--- src/pfb_map.svh ---
`ifndef PFB_MAP_SVH
`define PFB_MAP_SVH

`define PFB_OFF_FLAGS_A 32'h0000_0000
`define PFB_OFF_FLAGS_B 32'h0000_0004
`define PFB_OFF_EN_A 32'h0000_0008
`define PFB_OFF_EN_B 32'h0000_000C
`define PFB_OFF_CTRL 32'h0000_0010
`define PFB_OFF_PRIO_A 32'h0000_0014
`define PFB_OFF_PRIO_B 32'h0000_0018
`define PFB_OFF_STATUS 32'h0000_001C

`define PFB_RST_FLAGS 8'h00
`define PFB_RST_EN 8'h00
`define PFB_RST_CTRL 8'h00
`define PFB_RST_PRIO 8'hFF

`define PFB_SW_MASK_A 8'hCF
`define PFB_SW_MASK_A28 8'h4F
`define PFB_EN_MASK_A28 8'h7F

`define PFB_BIT_PAR_PORT 7
`define PFB_BIT_SER_RX 5
`define PFB_BIT_SER_TX 4
`define PFB_BIT_GLOBAL_EN 7
`define PFB_BIT_PERIPH_EN 6
`define PFB_BIT_PRIO_EN 5
`define PFB_BIT_VOLT_DIR 0

`define PFB_RESP_OKAY 2'h0
`define PFB_RESP_SLVERR 2'h2

`endif

--- src/pfb_pkg.sv ---
package pfb_pkg;

  typedef enum logic [1:0] {
    CCP_OFF = 2'b00,
    CCP_CAPTURE = 2'b01,
    CCP_COMPARE = 2'b10,
    CCP_PWM = 2'b11
  } pfb_ccp_mode_t;

  typedef struct packed {
    logic par_port_access;
    logic conv_done;
    logic ser_rx_full;
    logic ser_tx_empty;
    logic sync_ser_done;
    pfb_ccp_mode_t capcmp_one_mode;
    logic capcmp_one_capture;
    logic capcmp_one_match;
    logic timer_two_match;
    logic timer_one_ovf;
    logic osc_fail;
    logic clk_on_internal_hf;
    logic comp_one_out;
    logic comp_two_out;
    logic nvm_write_done;
    logic bus_collision;
    logic volt_above;
    logic timer_three_ovf;
    pfb_ccp_mode_t capcmp_two_mode;
    logic capcmp_two_capture;
    logic capcmp_two_match;
  } pfb_events_t;

endpackage

--- src/pfb_bank.sv ---
// Added by the designer: the address map and the AXI4-Lite register port.
`timescale 1ns/1ps
`include "pfb_map.svh"

module pfb_bank #(
  parameter bit PIN28 = 1'b0
) (
  input wire logic CLK,
  input wire logic RST_N,
  input wire logic CE,
  input wire logic [31:0] S_AXI_AWADDR,
  input wire logic S_AXI_AWVALID,
  output logic S_AXI_AWREADY,
  input wire logic [31:0] S_AXI_WDATA,
  input wire logic [3:0] S_AXI_WSTRB,
  input wire logic S_AXI_WVALID,
  output logic S_AXI_WREADY,
  output logic [1:0] S_AXI_BRESP,
  output logic S_AXI_BVALID,
  input wire logic S_AXI_BREADY,
  input wire logic [31:0] S_AXI_ARADDR,
  input wire logic S_AXI_ARVALID,
  output logic S_AXI_ARREADY,
  output logic [31:0] S_AXI_RDATA,
  output logic [1:0] S_AXI_RRESP,
  output logic S_AXI_RVALID,
  input wire logic S_AXI_RREADY,
  input wire pfb_pkg::pfb_events_t EVT,
  output logic IRQ_HIGH,
  output logic IRQ_LOW
);

  // capture or compare hit, never in pwm mode
  function automatic logic ccp_hit(input pfb_pkg::pfb_ccp_mode_t mode,
                                   input logic cap, input logic match);
    ccp_hit = (mode == pfb_pkg::CCP_CAPTURE && cap) ||
              (mode == pfb_pkg::CCP_COMPARE && match);
  endfunction

  function automatic logic is_mapped(input logic [31:0] addr);
    is_mapped = addr == `PFB_OFF_FLAGS_A || addr == `PFB_OFF_FLAGS_B ||
                addr == `PFB_OFF_EN_A || addr == `PFB_OFF_EN_B ||
                addr == `PFB_OFF_CTRL || addr == `PFB_OFF_PRIO_A ||
                addr == `PFB_OFF_PRIO_B || addr == `PFB_OFF_STATUS;
  endfunction

  logic [7:0] flags_a_q, flags_a_d;
  logic [7:0] flags_b_q, flags_b_d;
  logic [7:0] en_a_q;
  logic [7:0] en_b_q;
  logic [7:0] ctrl_q;
  logic [7:0] prio_a_q;
  logic [7:0] prio_b_q;
  logic aw_have_q;
  logic [31:0] awaddr_q;
  logic w_have_q;
  logic [31:0] wdata_q;
  logic [3:0] wstrb_q;
  logic bvalid_q;
  logic [1:0] bresp_q;
  logic rvalid_q;
  logic [31:0] rdata_q;
  logic [1:0] rresp_q;
  logic comp_one_prev_q;
  logic comp_two_prev_q;
  logic volt_prev_q;
  logic prime_q;
  logic irq_high_q;
  logic irq_low_q;
  logic wr_fire;
  logic wr_en;
  logic wr_flags_a, wr_flags_b, wr_en_a, wr_en_b;
  logic wr_ctrl, wr_prio_a, wr_prio_b;
  logic [7:0] set_a, set_b;
  logic [7:0] sw_mask_a;
  logic comp_one_chg, comp_two_chg, volt_evt;
  logic [15:0] pending, prio_bits;
  logic [31:0] rd_word;

  // write channel: address and data taken in either order
  assign S_AXI_AWREADY = CE & ~aw_have_q & ~bvalid_q;
  assign S_AXI_WREADY = CE & ~w_have_q & ~bvalid_q;
  assign S_AXI_BVALID = bvalid_q;
  assign S_AXI_BRESP = bresp_q;
  assign wr_fire = CE & aw_have_q & w_have_q;
  assign wr_en = wr_fire & wstrb_q[0];
  assign wr_flags_a = wr_en && awaddr_q == `PFB_OFF_FLAGS_A;
  assign wr_flags_b = wr_en && awaddr_q == `PFB_OFF_FLAGS_B;
  assign wr_en_a = wr_en && awaddr_q == `PFB_OFF_EN_A;
  assign wr_en_b = wr_en && awaddr_q == `PFB_OFF_EN_B;
  assign wr_ctrl = wr_en && awaddr_q == `PFB_OFF_CTRL;
  assign wr_prio_a = wr_en && awaddr_q == `PFB_OFF_PRIO_A;
  assign wr_prio_b = wr_en && awaddr_q == `PFB_OFF_PRIO_B;

  always_ff @(posedge CLK or negedge RST_N) begin
    if (!RST_N) begin
      aw_have_q <= 1'b0;
      awaddr_q <= 32'h0000_0000;
      w_have_q <= 1'b0;
      wdata_q <= 32'h0000_0000;
      wstrb_q <= 4'h0;
      bvalid_q <= 1'b0;
      bresp_q <= `PFB_RESP_OKAY;
    end else if (CE) begin
      if (S_AXI_AWVALID && S_AXI_AWREADY) begin
        aw_have_q <= 1'b1;
        awaddr_q <= S_AXI_AWADDR;
      end
      if (S_AXI_WVALID && S_AXI_WREADY) begin
        w_have_q <= 1'b1;
        wdata_q <= S_AXI_WDATA;
        wstrb_q <= S_AXI_WSTRB;
      end
      if (wr_fire) begin
        aw_have_q <= 1'b0;
        w_have_q <= 1'b0;
        bvalid_q <= 1'b1;
        bresp_q <= is_mapped(awaddr_q) ? `PFB_RESP_OKAY : `PFB_RESP_SLVERR;
      end else if (bvalid_q && S_AXI_BREADY) begin
        bvalid_q <= 1'b0;
      end
    end
  end

  // read channel: one read at a time
  assign S_AXI_ARREADY = CE & ~rvalid_q;
  assign S_AXI_RVALID = rvalid_q;
  assign S_AXI_RDATA = rdata_q;
  assign S_AXI_RRESP = rresp_q;

  always_comb begin
    rd_word = 32'h0000_0000;
    unique case (S_AXI_ARADDR)
      `PFB_OFF_FLAGS_A: rd_word = {24'h00_0000, flags_a_q};
      `PFB_OFF_FLAGS_B: rd_word = {24'h00_0000, flags_b_q};
      `PFB_OFF_EN_A: rd_word = {24'h00_0000, en_a_q};
      `PFB_OFF_EN_B: rd_word = {24'h00_0000, en_b_q};
      `PFB_OFF_CTRL: rd_word = {24'h00_0000, ctrl_q};
      `PFB_OFF_PRIO_A: rd_word = {24'h00_0000, prio_a_q};
      `PFB_OFF_PRIO_B: rd_word = {24'h00_0000, prio_b_q};
      `PFB_OFF_STATUS: rd_word = {30'h0000_0000, irq_low_q, irq_high_q};
      default: rd_word = 32'h0000_0000;
    endcase
  end

  always_ff @(posedge CLK or negedge RST_N) begin
    if (!RST_N) begin
      rvalid_q <= 1'b0;
      rdata_q <= 32'h0000_0000;
      rresp_q <= `PFB_RESP_OKAY;
    end else if (CE) begin
      if (S_AXI_ARVALID && S_AXI_ARREADY) begin
        rvalid_q <= 1'b1;
        rdata_q <= rd_word;
        rresp_q <= is_mapped(S_AXI_ARADDR) ? `PFB_RESP_OKAY
                                           : `PFB_RESP_SLVERR;
      end else if (rvalid_q && S_AXI_RREADY) begin
        rvalid_q <= 1'b0;
      end
    end
  end

  // level history for change and edge detection
  always_ff @(posedge CLK or negedge RST_N) begin
    if (!RST_N) begin
      comp_one_prev_q <= 1'b0;
      comp_two_prev_q <= 1'b0;
      volt_prev_q <= 1'b0;
      prime_q <= 1'b0;
    end else if (CE) begin
      comp_one_prev_q <= EVT.comp_one_out;
      comp_two_prev_q <= EVT.comp_two_out;
      volt_prev_q <= EVT.volt_above;
      prime_q <= 1'b1;
    end
  end

  assign comp_one_chg = prime_q & (EVT.comp_one_out ^ comp_one_prev_q);
  assign comp_two_chg = prime_q & (EVT.comp_two_out ^ comp_two_prev_q);
  assign volt_evt = prime_q & (ctrl_q[`PFB_BIT_VOLT_DIR] ?
                    (EVT.volt_above & ~volt_prev_q) :
                    (~EVT.volt_above & volt_prev_q));

  // set terms, independent of enables
  assign set_a = {EVT.par_port_access & ~PIN28,
                  EVT.conv_done,
                  2'b00,
                  EVT.sync_ser_done,
                  ccp_hit(EVT.capcmp_one_mode, EVT.capcmp_one_capture,
                          EVT.capcmp_one_match),
                  EVT.timer_two_match,
                  EVT.timer_one_ovf};
  assign set_b = {EVT.osc_fail & EVT.clk_on_internal_hf,
                  comp_one_chg,
                  comp_two_chg,
                  EVT.nvm_write_done,
                  EVT.bus_collision,
                  volt_evt,
                  EVT.timer_three_ovf,
                  ccp_hit(EVT.capcmp_two_mode, EVT.capcmp_two_capture,
                          EVT.capcmp_two_match)};

  assign sw_mask_a = PIN28 ? `PFB_SW_MASK_A28 : `PFB_SW_MASK_A;

  // flags: software write, then hardware set on top; receive and transmit bits of A follow their levels
  always_comb begin
    flags_a_d = ((wr_flags_a ? wdata_q[7:0] : flags_a_q) & sw_mask_a)
                | set_a;
    flags_a_d[`PFB_BIT_SER_RX] = EVT.ser_rx_full;
    flags_a_d[`PFB_BIT_SER_TX] = EVT.ser_tx_empty;
    flags_b_d = (wr_flags_b ? wdata_q[7:0] : flags_b_q) | set_b;
  end

  always_ff @(posedge CLK or negedge RST_N) begin
    if (!RST_N) begin
      flags_a_q <= `PFB_RST_FLAGS;
      flags_b_q <= `PFB_RST_FLAGS;
    end else if (CE) begin
      flags_a_q <= flags_a_d;
      flags_b_q <= flags_b_d;
    end
  end

  // enables, control and priority bits
  always_ff @(posedge CLK or negedge RST_N) begin
    if (!RST_N) begin
      en_a_q <= `PFB_RST_EN;
      en_b_q <= `PFB_RST_EN;
    end else if (CE) begin
      if (wr_en_a) begin
        en_a_q <= PIN28 ? (wdata_q[7:0] & `PFB_EN_MASK_A28)
                        : wdata_q[7:0];
      end
      if (wr_en_b) begin
        en_b_q <= wdata_q[7:0];
      end
    end
  end

  always_ff @(posedge CLK or negedge RST_N) begin
    if (!RST_N) begin
      ctrl_q <= `PFB_RST_CTRL;
      prio_a_q <= `PFB_RST_PRIO;
      prio_b_q <= `PFB_RST_PRIO;
    end else if (CE) begin
      if (wr_ctrl) begin
        ctrl_q <= wdata_q[7:0];
      end
      if (wr_prio_a) begin
        prio_a_q <= wdata_q[7:0];
      end
      if (wr_prio_b) begin
        prio_b_q <= wdata_q[7:0];
      end
    end
  end

  // request outputs
  assign pending = {flags_b_q & en_b_q, flags_a_q & en_a_q};
  assign prio_bits = {prio_b_q, prio_a_q};

  always_ff @(posedge CLK or negedge RST_N) begin
    if (!RST_N) begin
      irq_high_q <= 1'b0;
      irq_low_q <= 1'b0;
    end else if (CE) begin
      if (ctrl_q[`PFB_BIT_PRIO_EN]) begin
        irq_high_q <= ctrl_q[`PFB_BIT_GLOBAL_EN] &
                      (|(pending & prio_bits));
        irq_low_q <= ctrl_q[`PFB_BIT_GLOBAL_EN] &
                     ctrl_q[`PFB_BIT_PERIPH_EN] &
                     (|(pending & ~prio_bits));
      end else begin
        irq_high_q <= ctrl_q[`PFB_BIT_GLOBAL_EN] &
                      ctrl_q[`PFB_BIT_PERIPH_EN] & (|pending);
        irq_low_q <= 1'b0;
      end
    end
  end

  assign IRQ_HIGH = irq_high_q;
  assign IRQ_LOW = irq_low_q;
endmodule // pfb_bank

--- config.mk ---
export PLATFORM = sky130hd
export DESIGN_NAME = pfb_bank
export DESIGN_NICKNAME = d
export VERILOG_FILES = /design/src/pfb_pkg.sv /design/src/pfb_bank.sv
export VERILOG_INCLUDE_DIRS = /design/src
export SDC_FILE = /design/constraint.sdc
export NUM_CORES = 1
export LEC_CHECK = 0
export BUFFER_PORTS_ARGS = -buffer_cell sky130_fd_sc_hd__buf_2
export CAP_MARGIN = 20
export CORE_UTILIZATION = 40
export DETAILED_ROUTE_END_ITERATION = 10
export SYNTH_ARGS = -nofsm -noshare
export SYNTH_HDL_FRONTEND = slang
export SYNTH_SLANG_ARGS = --single-unit
--- constraint.sdc ---
create_clock -name CLK -period 2.47 [get_ports CLK]
set_input_delay 0.247 -clock CLK [delete_from_list [all_inputs] [get_ports CLK]]
set_output_delay 0.247 -clock CLK [all_outputs]
set_load 0.02 [all_outputs]
==> summary.md, run 1 <==
| Metric | Value |
|---|---|
| Fill cells | `1289` |
| CP required | `2.76 ns` |
| Synth Flop Type | `dfrtp_1` |
| Cell count after synthesis | `a little over 500` |
| Total CTS buffers | `17` |
| Pre-antenna DRT Iters | `4` |
| Cell Chain, Critical Path | `nor4_4 -> nand4_4 -> nor3_1 -> and4b_1 -> buf_4 -> mux2_2` |
| Final count of hold timing violations | `0` |
| Max clock buf depth | `2` |
| Die width | `123.8 um` |
| Post-route clock period utilization | `89.16%` |
| Family with the most delay on the worst path | `simple AND/OR/NAND/NOR gates` |
| Commonest non-fill, non-tap cell in the layout | `buf_2` |
| Sum Neg Setup Slack | `0 ns` |
| Post-synth EDFFs | `0` |
| I/O pin cnt | `about 170` |
| Postcts setup bufs | `0` |
| Drt wl/cell | `roughly 17 um` |
| 1st-iter DRT viols | `208` |
| Via/cell ratio | `5.273` |
| CTS sink cnt | `roughly 120` |
| Synth top area share | `42.63%` |
| Die H | `123.8 um` |
| Fmax | `between 400 and 500 MHz` |
| Layout area overhead | `23.49%` |
| Drt total wl | `14480 um` |
| Clk_lat worst skew | `just over 0.4 ns` |
| Post-synth ARST share | `100.0%` |
| GPL Wtd Cong | `0.9118` |
| Hpwl dp | `10730 um` |
| Min Tclk post-route | `approximately 2.2 ns` |
| Post-synthesis sequential area ratio | `49.72%` |
| Post-CTS Hold Fix Bufs | `1` |
| Tot GR Track Use | `about a fifth` |
| Pin count of the biggest net entering global routing | `55` |
| Worst Skew | `0.007478 ns` |
| Peak VDD IR | `roughly 480 uV` |
| Critical Path End Type | `flop` |
| Synthesis warning total | `0` |
| Rel. slew slack | `between 50% and 60%` |
| Vias in the first global route | `4447` |
| R2r setup slk | `0.27 ns` |
| N_diodes | `0` |
| Worst Tran Pin Value | `0.7084 ns` |
| Syn avg cell area | `11.45 um2` |
| Critical path class | `reg2reg` |
| Aggregate global routing overflow | `0` |
| PwrDens | `863.0 nW/um2` |
| Synth cell types | `51` |
| Ranking of synthesized cells by area | `dfrtp_1 43%, mux2_2 16%, dfstp_2 7.1%, buf_4 3.8%, nand2_1 3.0%` |
| Core outline area | `approximately 14000 um2` |
| H-tree depth | `4` |
| Seq cells post-synth | `117` |
| Layout cells sized above 1 | `43.66%` |
| Hold WS | `around 0.045 ns` |
| Slowest CP cell | `dfrtp_1` |
| Clock slew at the register clock pins of the worst setup and hold paths | `~0.060 ns` |
| Post-cts resize count | `0` |
| Number of setup violations in the final report | `0` |
| Num rows | `44` |
| Effective utilization at floorplan | `40.95%` |
| CTS Root Cell | `clkbuf_16` |
| Initial antenna violation count | `0` |
| MaxCap Viol Count | `0` |
| Largest area contributor in the netlist | `dfrtp_1` |
| DRC viols | `0` |
| Vias | `4461` |
| Leakage power | `3.269 nW` |
| Crit path DAT | `2.49 ns` |
| Cell Area, Synth | `5929 um2` |
| RSZ-0062 raised after global routing | `false` |
| Routed Antenna Nets | `0` |
| DIE AREA | `15310 um2` |
| PortBufs | `120` |
| Final Max Slew Viols | `0` |
| Worst path buffer plus inverter count | `1` |
| Final nets | `780` |
| CTS tree | `built` |
| Worst-path fanout max | `8` |
| Commonest cells after routing, fill and taps aside | `119 x buf_2, 101 x dfrtp_1, 84 x mux2_2` |
| CP max stage delay | `0.40 ns` |
| First-pass GRT wire length | `22570 um` |
| Status | `finished clean` |
| Hold crit path type | `in2reg` |
| Setup crit start kind | `flop` |
-- worst paths after layout --
path | startpoint | end | cells past startpoint
setup / recovery | awaddr_q[12]$_DFFE_PN0P_ | en_a_q[4]$_DFFE_PN0P_ | 6
hold / removal | S_AXI_AWADDR[2] | awaddr_q[2]$_DFFE_PN0P_ | 3
setup reg to reg | awaddr_q[12]$_DFFE_PN0P_ | en_a_q[4]$_DFFE_PN0P_ | 6
hold reg to reg | S_AXI_RDATA[7]$_DFFE_PN0P_ | S_AXI_RDATA[7]$_DFFE_PN0P_ | 2
max in group asynchronous | RST_N | awaddr_q[7]$_DFFE_PN0P_ | 3
min in group asynchronous | RST_N | comp_one_prev_q$_DFFE_PN0P_ | 2
-- tightest hold or removal path: stages --
cell and delay [ns]:
buf_2 0.08, nand2_1 0.04, o21ai_0 0.05
-- cell type report --
cell class / instances / area [um2] / area share (%)
Clock buffer: 19 / 442.9 / 6.049
Timing Repair Buffer: 139 / 760.7 / 10.39
Clock inverter: 13 / 181.4 / 2.478
Multi-Input combinational cell: 370 / 2744 / 37.47
Inverter: 4 / 15.01 / 0.2051
Sequential cell: 117 / 2948 / 40.26
Tap cell: 184 / 230.2 / 3.144
-- power by group --
part / switching (W) / leakage (nW) / internal [W] / total, W
Combinational: 0.000422 / 1.59 / 0.000542 / 0.000964
Clock: 0.000861 / 0.291 / 0.00171 / 0.00257
Sequential: 0.000465 / 1.39 / 0.00232 / 0.00279
Total: 0.00175 / 3.27 / 0.00457 / 0.00632
-- cells by family (layout without fill, tap and decap cells) --
family / Yosys count / count (layout) / share of synthesized area (%)
buffers and inverters: 56 / 175 / 5.592
AOI/OAI and AO/OA: 58 / 58 / 6.542
DFF: 117 / 117 / 49.72
and+or+nand+nor: 182 / 182 / 18.08
muxes: 102 / 102 / 19.71
other: 1 / 26 / 0.06324
xor gates and xnor gates: 2 / 2 / 0.2955
-- registers in the layout, summed over array words and instances (netlist names), 8 cells and up --
| register | count |
|---|---|
| prio_b_q | 8 |
| flags_b_q | 8 |
| prio_a_q | 8 |
| awaddr_q | 32 |
| en_b_q | 8 |
| en_a_q | 8 |
| S_AXI_RDATA | 8 |
| wdata_q | 8 |
| flags_a_q | 8 |
| ctrl_q | 8 |
-- cells in the mapped netlist (6+ instances only) --
| cell type | count |
|---|---|
| a21oi_1 | 7 |
| buf_2 | 7 |
| buf_4 | 30 |
| clkbuf_1 | 14 |
| dfrtp_1 | 101 |
| dfstp_2 | 16 |
| mux2_2 | 84 |
| mux2i_1 | 11 |
| nand2_1 | 48 |
| nand3_1 | 23 |
| nand4_1 | 9 |
| nor2_1 | 25 |
| nor2b_1 | 10 |
| nor3_1 | 18 |
| nor3_2 | 6 |
| nor4_1 | 9 |
| o21ai_0 | 16 |
| o22ai_1 | 8 |
-- per-stage QoR --
step / area [um2] / setup WS (ns) / utilization, % / power [W] / instances
3_3_place_gp: 6688 / 0.3534 / 46.19 / 0.003729 / 813
6_report: 7322 / 0.2678 / 50.57 / 0.006319 / 846
4_1_cts: 7322 / 0.2738 / 50.57 / 0.006395 / 846
3_5_place_dp: 6688 / 0.2829 / 46.19 / 0.003801 / 813
5_1_grt: 7322 / 0.1627 / 50.57 / 0.006622 / 846
2_1_floorplan: 6023 / 0.3193 / - / 0.003438 / 543
-- layer usage --
layer / track usage [%] / up-vias / routed length, um
met5: 0 / - / 0
met4: 7.154 / 0 / 227
met1: 24.26 / 2173 / 6120
met2: 33.75 / 166 / 7089
met3: 5.861 / 19 / 1042
li1: - / 2103 / -
Note: power is estimated with default switching activity, not from simulation.
==> run 2, diff against run 1 <==
CTS_CLUSTER_DIAMETER = 50   (was not set)
REMOVE_ABC_BUFFERS = 1   (was not set)
==> summary.md, run 2 (same netlist as run 1, synthesis figures left out) <==
| Metric | Value |
|---|---|
| CTS tree | `built` |
| Commonest non-fill, non-tap cell in the layout | `buf_2` |
| Final nets | `777 (-0.38%)` |
| Routed Antenna Nets | `0 (unchanged)` |
| CTS sink cnt | `117 (unchanged)` |
| CTS Root Cell | `clkbuf_16` |
| Sum Neg Setup Slack | `0 ns (unchanged)` |
| Crit path DAT | `2.46 ns (-0.03 ns)` |
| Vias in the first global route | `4453 (+0.13%)` |
| Clk_lat worst skew | `0.41 ns (about the same)` |
| GPL Wtd Cong | `0.9371 (+2.8%)` |
| Hold crit path type | `in2reg` |
| Critical path class | `reg2reg` |
| Drt total wl | `14420 um (-0.42%)` |
| Peak VDD IR | `527.2 uV (+10%)` |
| Internal Power | `0.004405 W (-3.6%)` |
| Post-layout util | `50.05% (-0.52 points)` |
| Worst Skew | `0.01083 ns (+0.003349 ns)` |
| H-tree depth | `4 (unchanged)` |
| RSZ-0062 raised after global routing | `false` |
| Comb power frac | `15.8% (+0.5 points)` |
| Min Tclk post-route | `2.175 ns (-0.02751 ns)` |
| Fill cells | `1338 (+3.8%)` |
| Commonest cells after routing, fill and taps aside | `119 x buf_2, 101 x dfrtp_1, 84 x mux2_2` |
| Max reg flops | `32 (unchanged)` |
| Effective utilization at floorplan | `40.95% (unchanged)` |
| Sw Ratio | `27.68% (about the same)` |
| Rel. slew slack | `52.48% (-0.20 points)` |
| Leakage power | `3.247 nW (-0.65%)` |
| Tot GR Track Use | `20.53% (+0.50 points)` |
| Reg with most FFs | `awaddr_q` |
| I/O pin cnt | `174 (unchanged)` |
| Aggregate global routing overflow | `0 (unchanged)` |
| Total CTS buffers | `17 (unchanged)` |
| CP startpoint | `awaddr_q[17]$_DFFE_PN0P_` |
| Status | `finished clean` |
| Worst Tran Pin Value | `0.7114 ns (+0.002999 ns)` |
| DIE AREA | `15310 um2 (unchanged)` |
| Core outline area | `14480 um2 (unchanged)` |
| DRC viols | `0 (unchanged)` |
| N_diodes | `0 (unchanged)` |
| Switch Pwr | `0.001686 W (-3.6%)` |
| Fmax | `459.8 MHz (+1.3%)` |
| Initial antenna violation count | `0 (unchanged)` |
| RR Startpoint | `awaddr_q[17]$_DFFE_PN0P_` |
| MaxCap Viol Count | `0 (unchanged)` |
| PwrDens | `840.4 nW/um2 (-2.6%)` |
| Setup crit start kind | `flop` |
| Clock share of power | `38.4% (-2.2 points)` |
| Seq pwr share | `45.8% (+1.7 points)` |
| Pin count of the biggest net entering global routing | `61 (+11%)` |
| Final count of hold timing violations | `0 (unchanged)` |
| Number of setup violations in the final report | `0 (unchanged)` |
| Die width | `123.8 um (unchanged)` |
| PortBufs | `120 (unchanged)` |
| Post-route clock period utilization | `88.04% (-1.1 points)` |
| Clock slew at the register clock pins of the worst setup and hold paths | `0.05 ns (about the same)` |
| First-pass GRT wire length | `23070 um (+2.2%)` |
| Final Max Slew Viols | `0 (unchanged)` |
| Hold path startpoint | `S_AXI_AWADDR[2]` |
| Die H | `123.8 um (unchanged)` |
| Drt wl/cell | `17.10 um (about the same)` |
| Num rows | `44 (unchanged)` |
| Vias | `4460 (-0.022%)` |
| CP required | `2.76 ns (about the same)` |
| Hpwl dp | `10670 um (-0.57%)` |
| Max clock buf depth | `2 (unchanged)` |
| Critical Path End Type | `flop` |
| Via/cell ratio | `5.291 (+0.33%)` |
| Layout cells sized above 1 | `42.79% (-0.86 points)` |
| 1st-iter DRT viols | `180 (-13%)` |
| Layout area overhead | `22.22%` |
| Pre-antenna DRT Iters | `6 (+2)` |
| Worst-path fanout max | `8 (unchanged)` |
==> run 2: cell types whose count changed in the layout (fill, tap and decap cells not counted) <==
cell | before | now
clkbuf_8 | 1 | 6
clkinvlp_4 | 5 | 0
clkbuf_1 | 1 | 5
buf_4 | 18 | 15
bufinv_16 | 4 | 1
clkinv_4 | 1 | 0
==> run 2: area by class of cell <==
cell class                      instances  area, um2  area share (%)
Sequential cell                       117       2948           40.68
Timing Repair Buffer                  136      738.2           10.19
Clock buffer                           28      526.8           7.269
Tap cell                              184      230.2           3.177
Clock inverter                          4      45.04          0.6215
Multi-Input combinational cell        370       2744           37.86
Inverter                                4      15.01          0.2072
==> run 2: what timing repair did <==
| action | in CTS | in global routing |
|---|---|---|
| hold endpoints to repair | 26 | 0 |
| gates resized for setup | 0 | 0 |
| hold buffers | 1 | 0 |
| buffers inserted | 0 | 0 |
==> run 2: path summary, 6_finish.rpt <==
check,to,slack (ns),cells after the start
max,en_a_q[4]$_DFFE_PN0P_,0.30,6
max in group asynchronous,prio_a_q[5]$_DFFE_PN1P_,1.39,3
max reg2reg,en_a_q[4]$_DFFE_PN0P_,0.30,6
min,awaddr_q[2]$_DFFE_PN0P_,0.05,3
min in group asynchronous,S_AXI_RVALID$_DFFE_PN0P_,0.32,2
min reg2reg,S_AXI_RDATA[1]$_DFFE_PN0P_,0.47,2
==> run 2: routing by layer <==
| layer | up-vias | GRT usage, % | share of wire [%] |
|---|---|---|---|
| met5 | - | 0 | 0 |
| met4 | 0 | 8.434 | 1.7 |
| met2 | 160 | 33.99 | 48 |
| met1 | 2169 | 25.42 | 44 |
| li1 | 2109 | - | - |
| met3 | 22 | 5.266 | 6.7 |
==> run 2: through the flow <==
step                      instances  hold WS [ns]  cell area [um2]  power, W  worst slack, ns
after global routing            843       0.05242             7247  0.006416           0.1274
after CTS                       843       0.03286             7247  0.006165           0.2747
after floorplan                 491      -0.04859             5707  0.003376           0.1092
after detailed placement        810        0.2243             6665  0.003797           0.2805
final                           843       0.04908             7247  0.006090           0.2953
after global placement          810        0.2185             6665  0.003723           0.3319
==> run 2: power groups by stage <==
stage | clock, W | combinational, W | sequential [W]
after floorplan | 0 | 0.000677 | 0.00270
after global placement | 0 | 0.000935 | 0.00279
after detailed placement | 0 | 0.000974 | 0.00282
after CTS | 0.00239 | 0.000980 | 0.00279
after global routing | 0.00249 | 0.00107 | 0.00286
final | 0.00234 | 0.000963 | 0.00279
==> run 2: worst max-delay path, cell delays in order, from the launching register on <==
cell and delay (ns):
dfrtp_1 0.40, nor4_4 0.35, nand4_4 0.22, nor3_1 0.30, and4b_1 0.23, buf_4 0.20
mux2_2 0.35
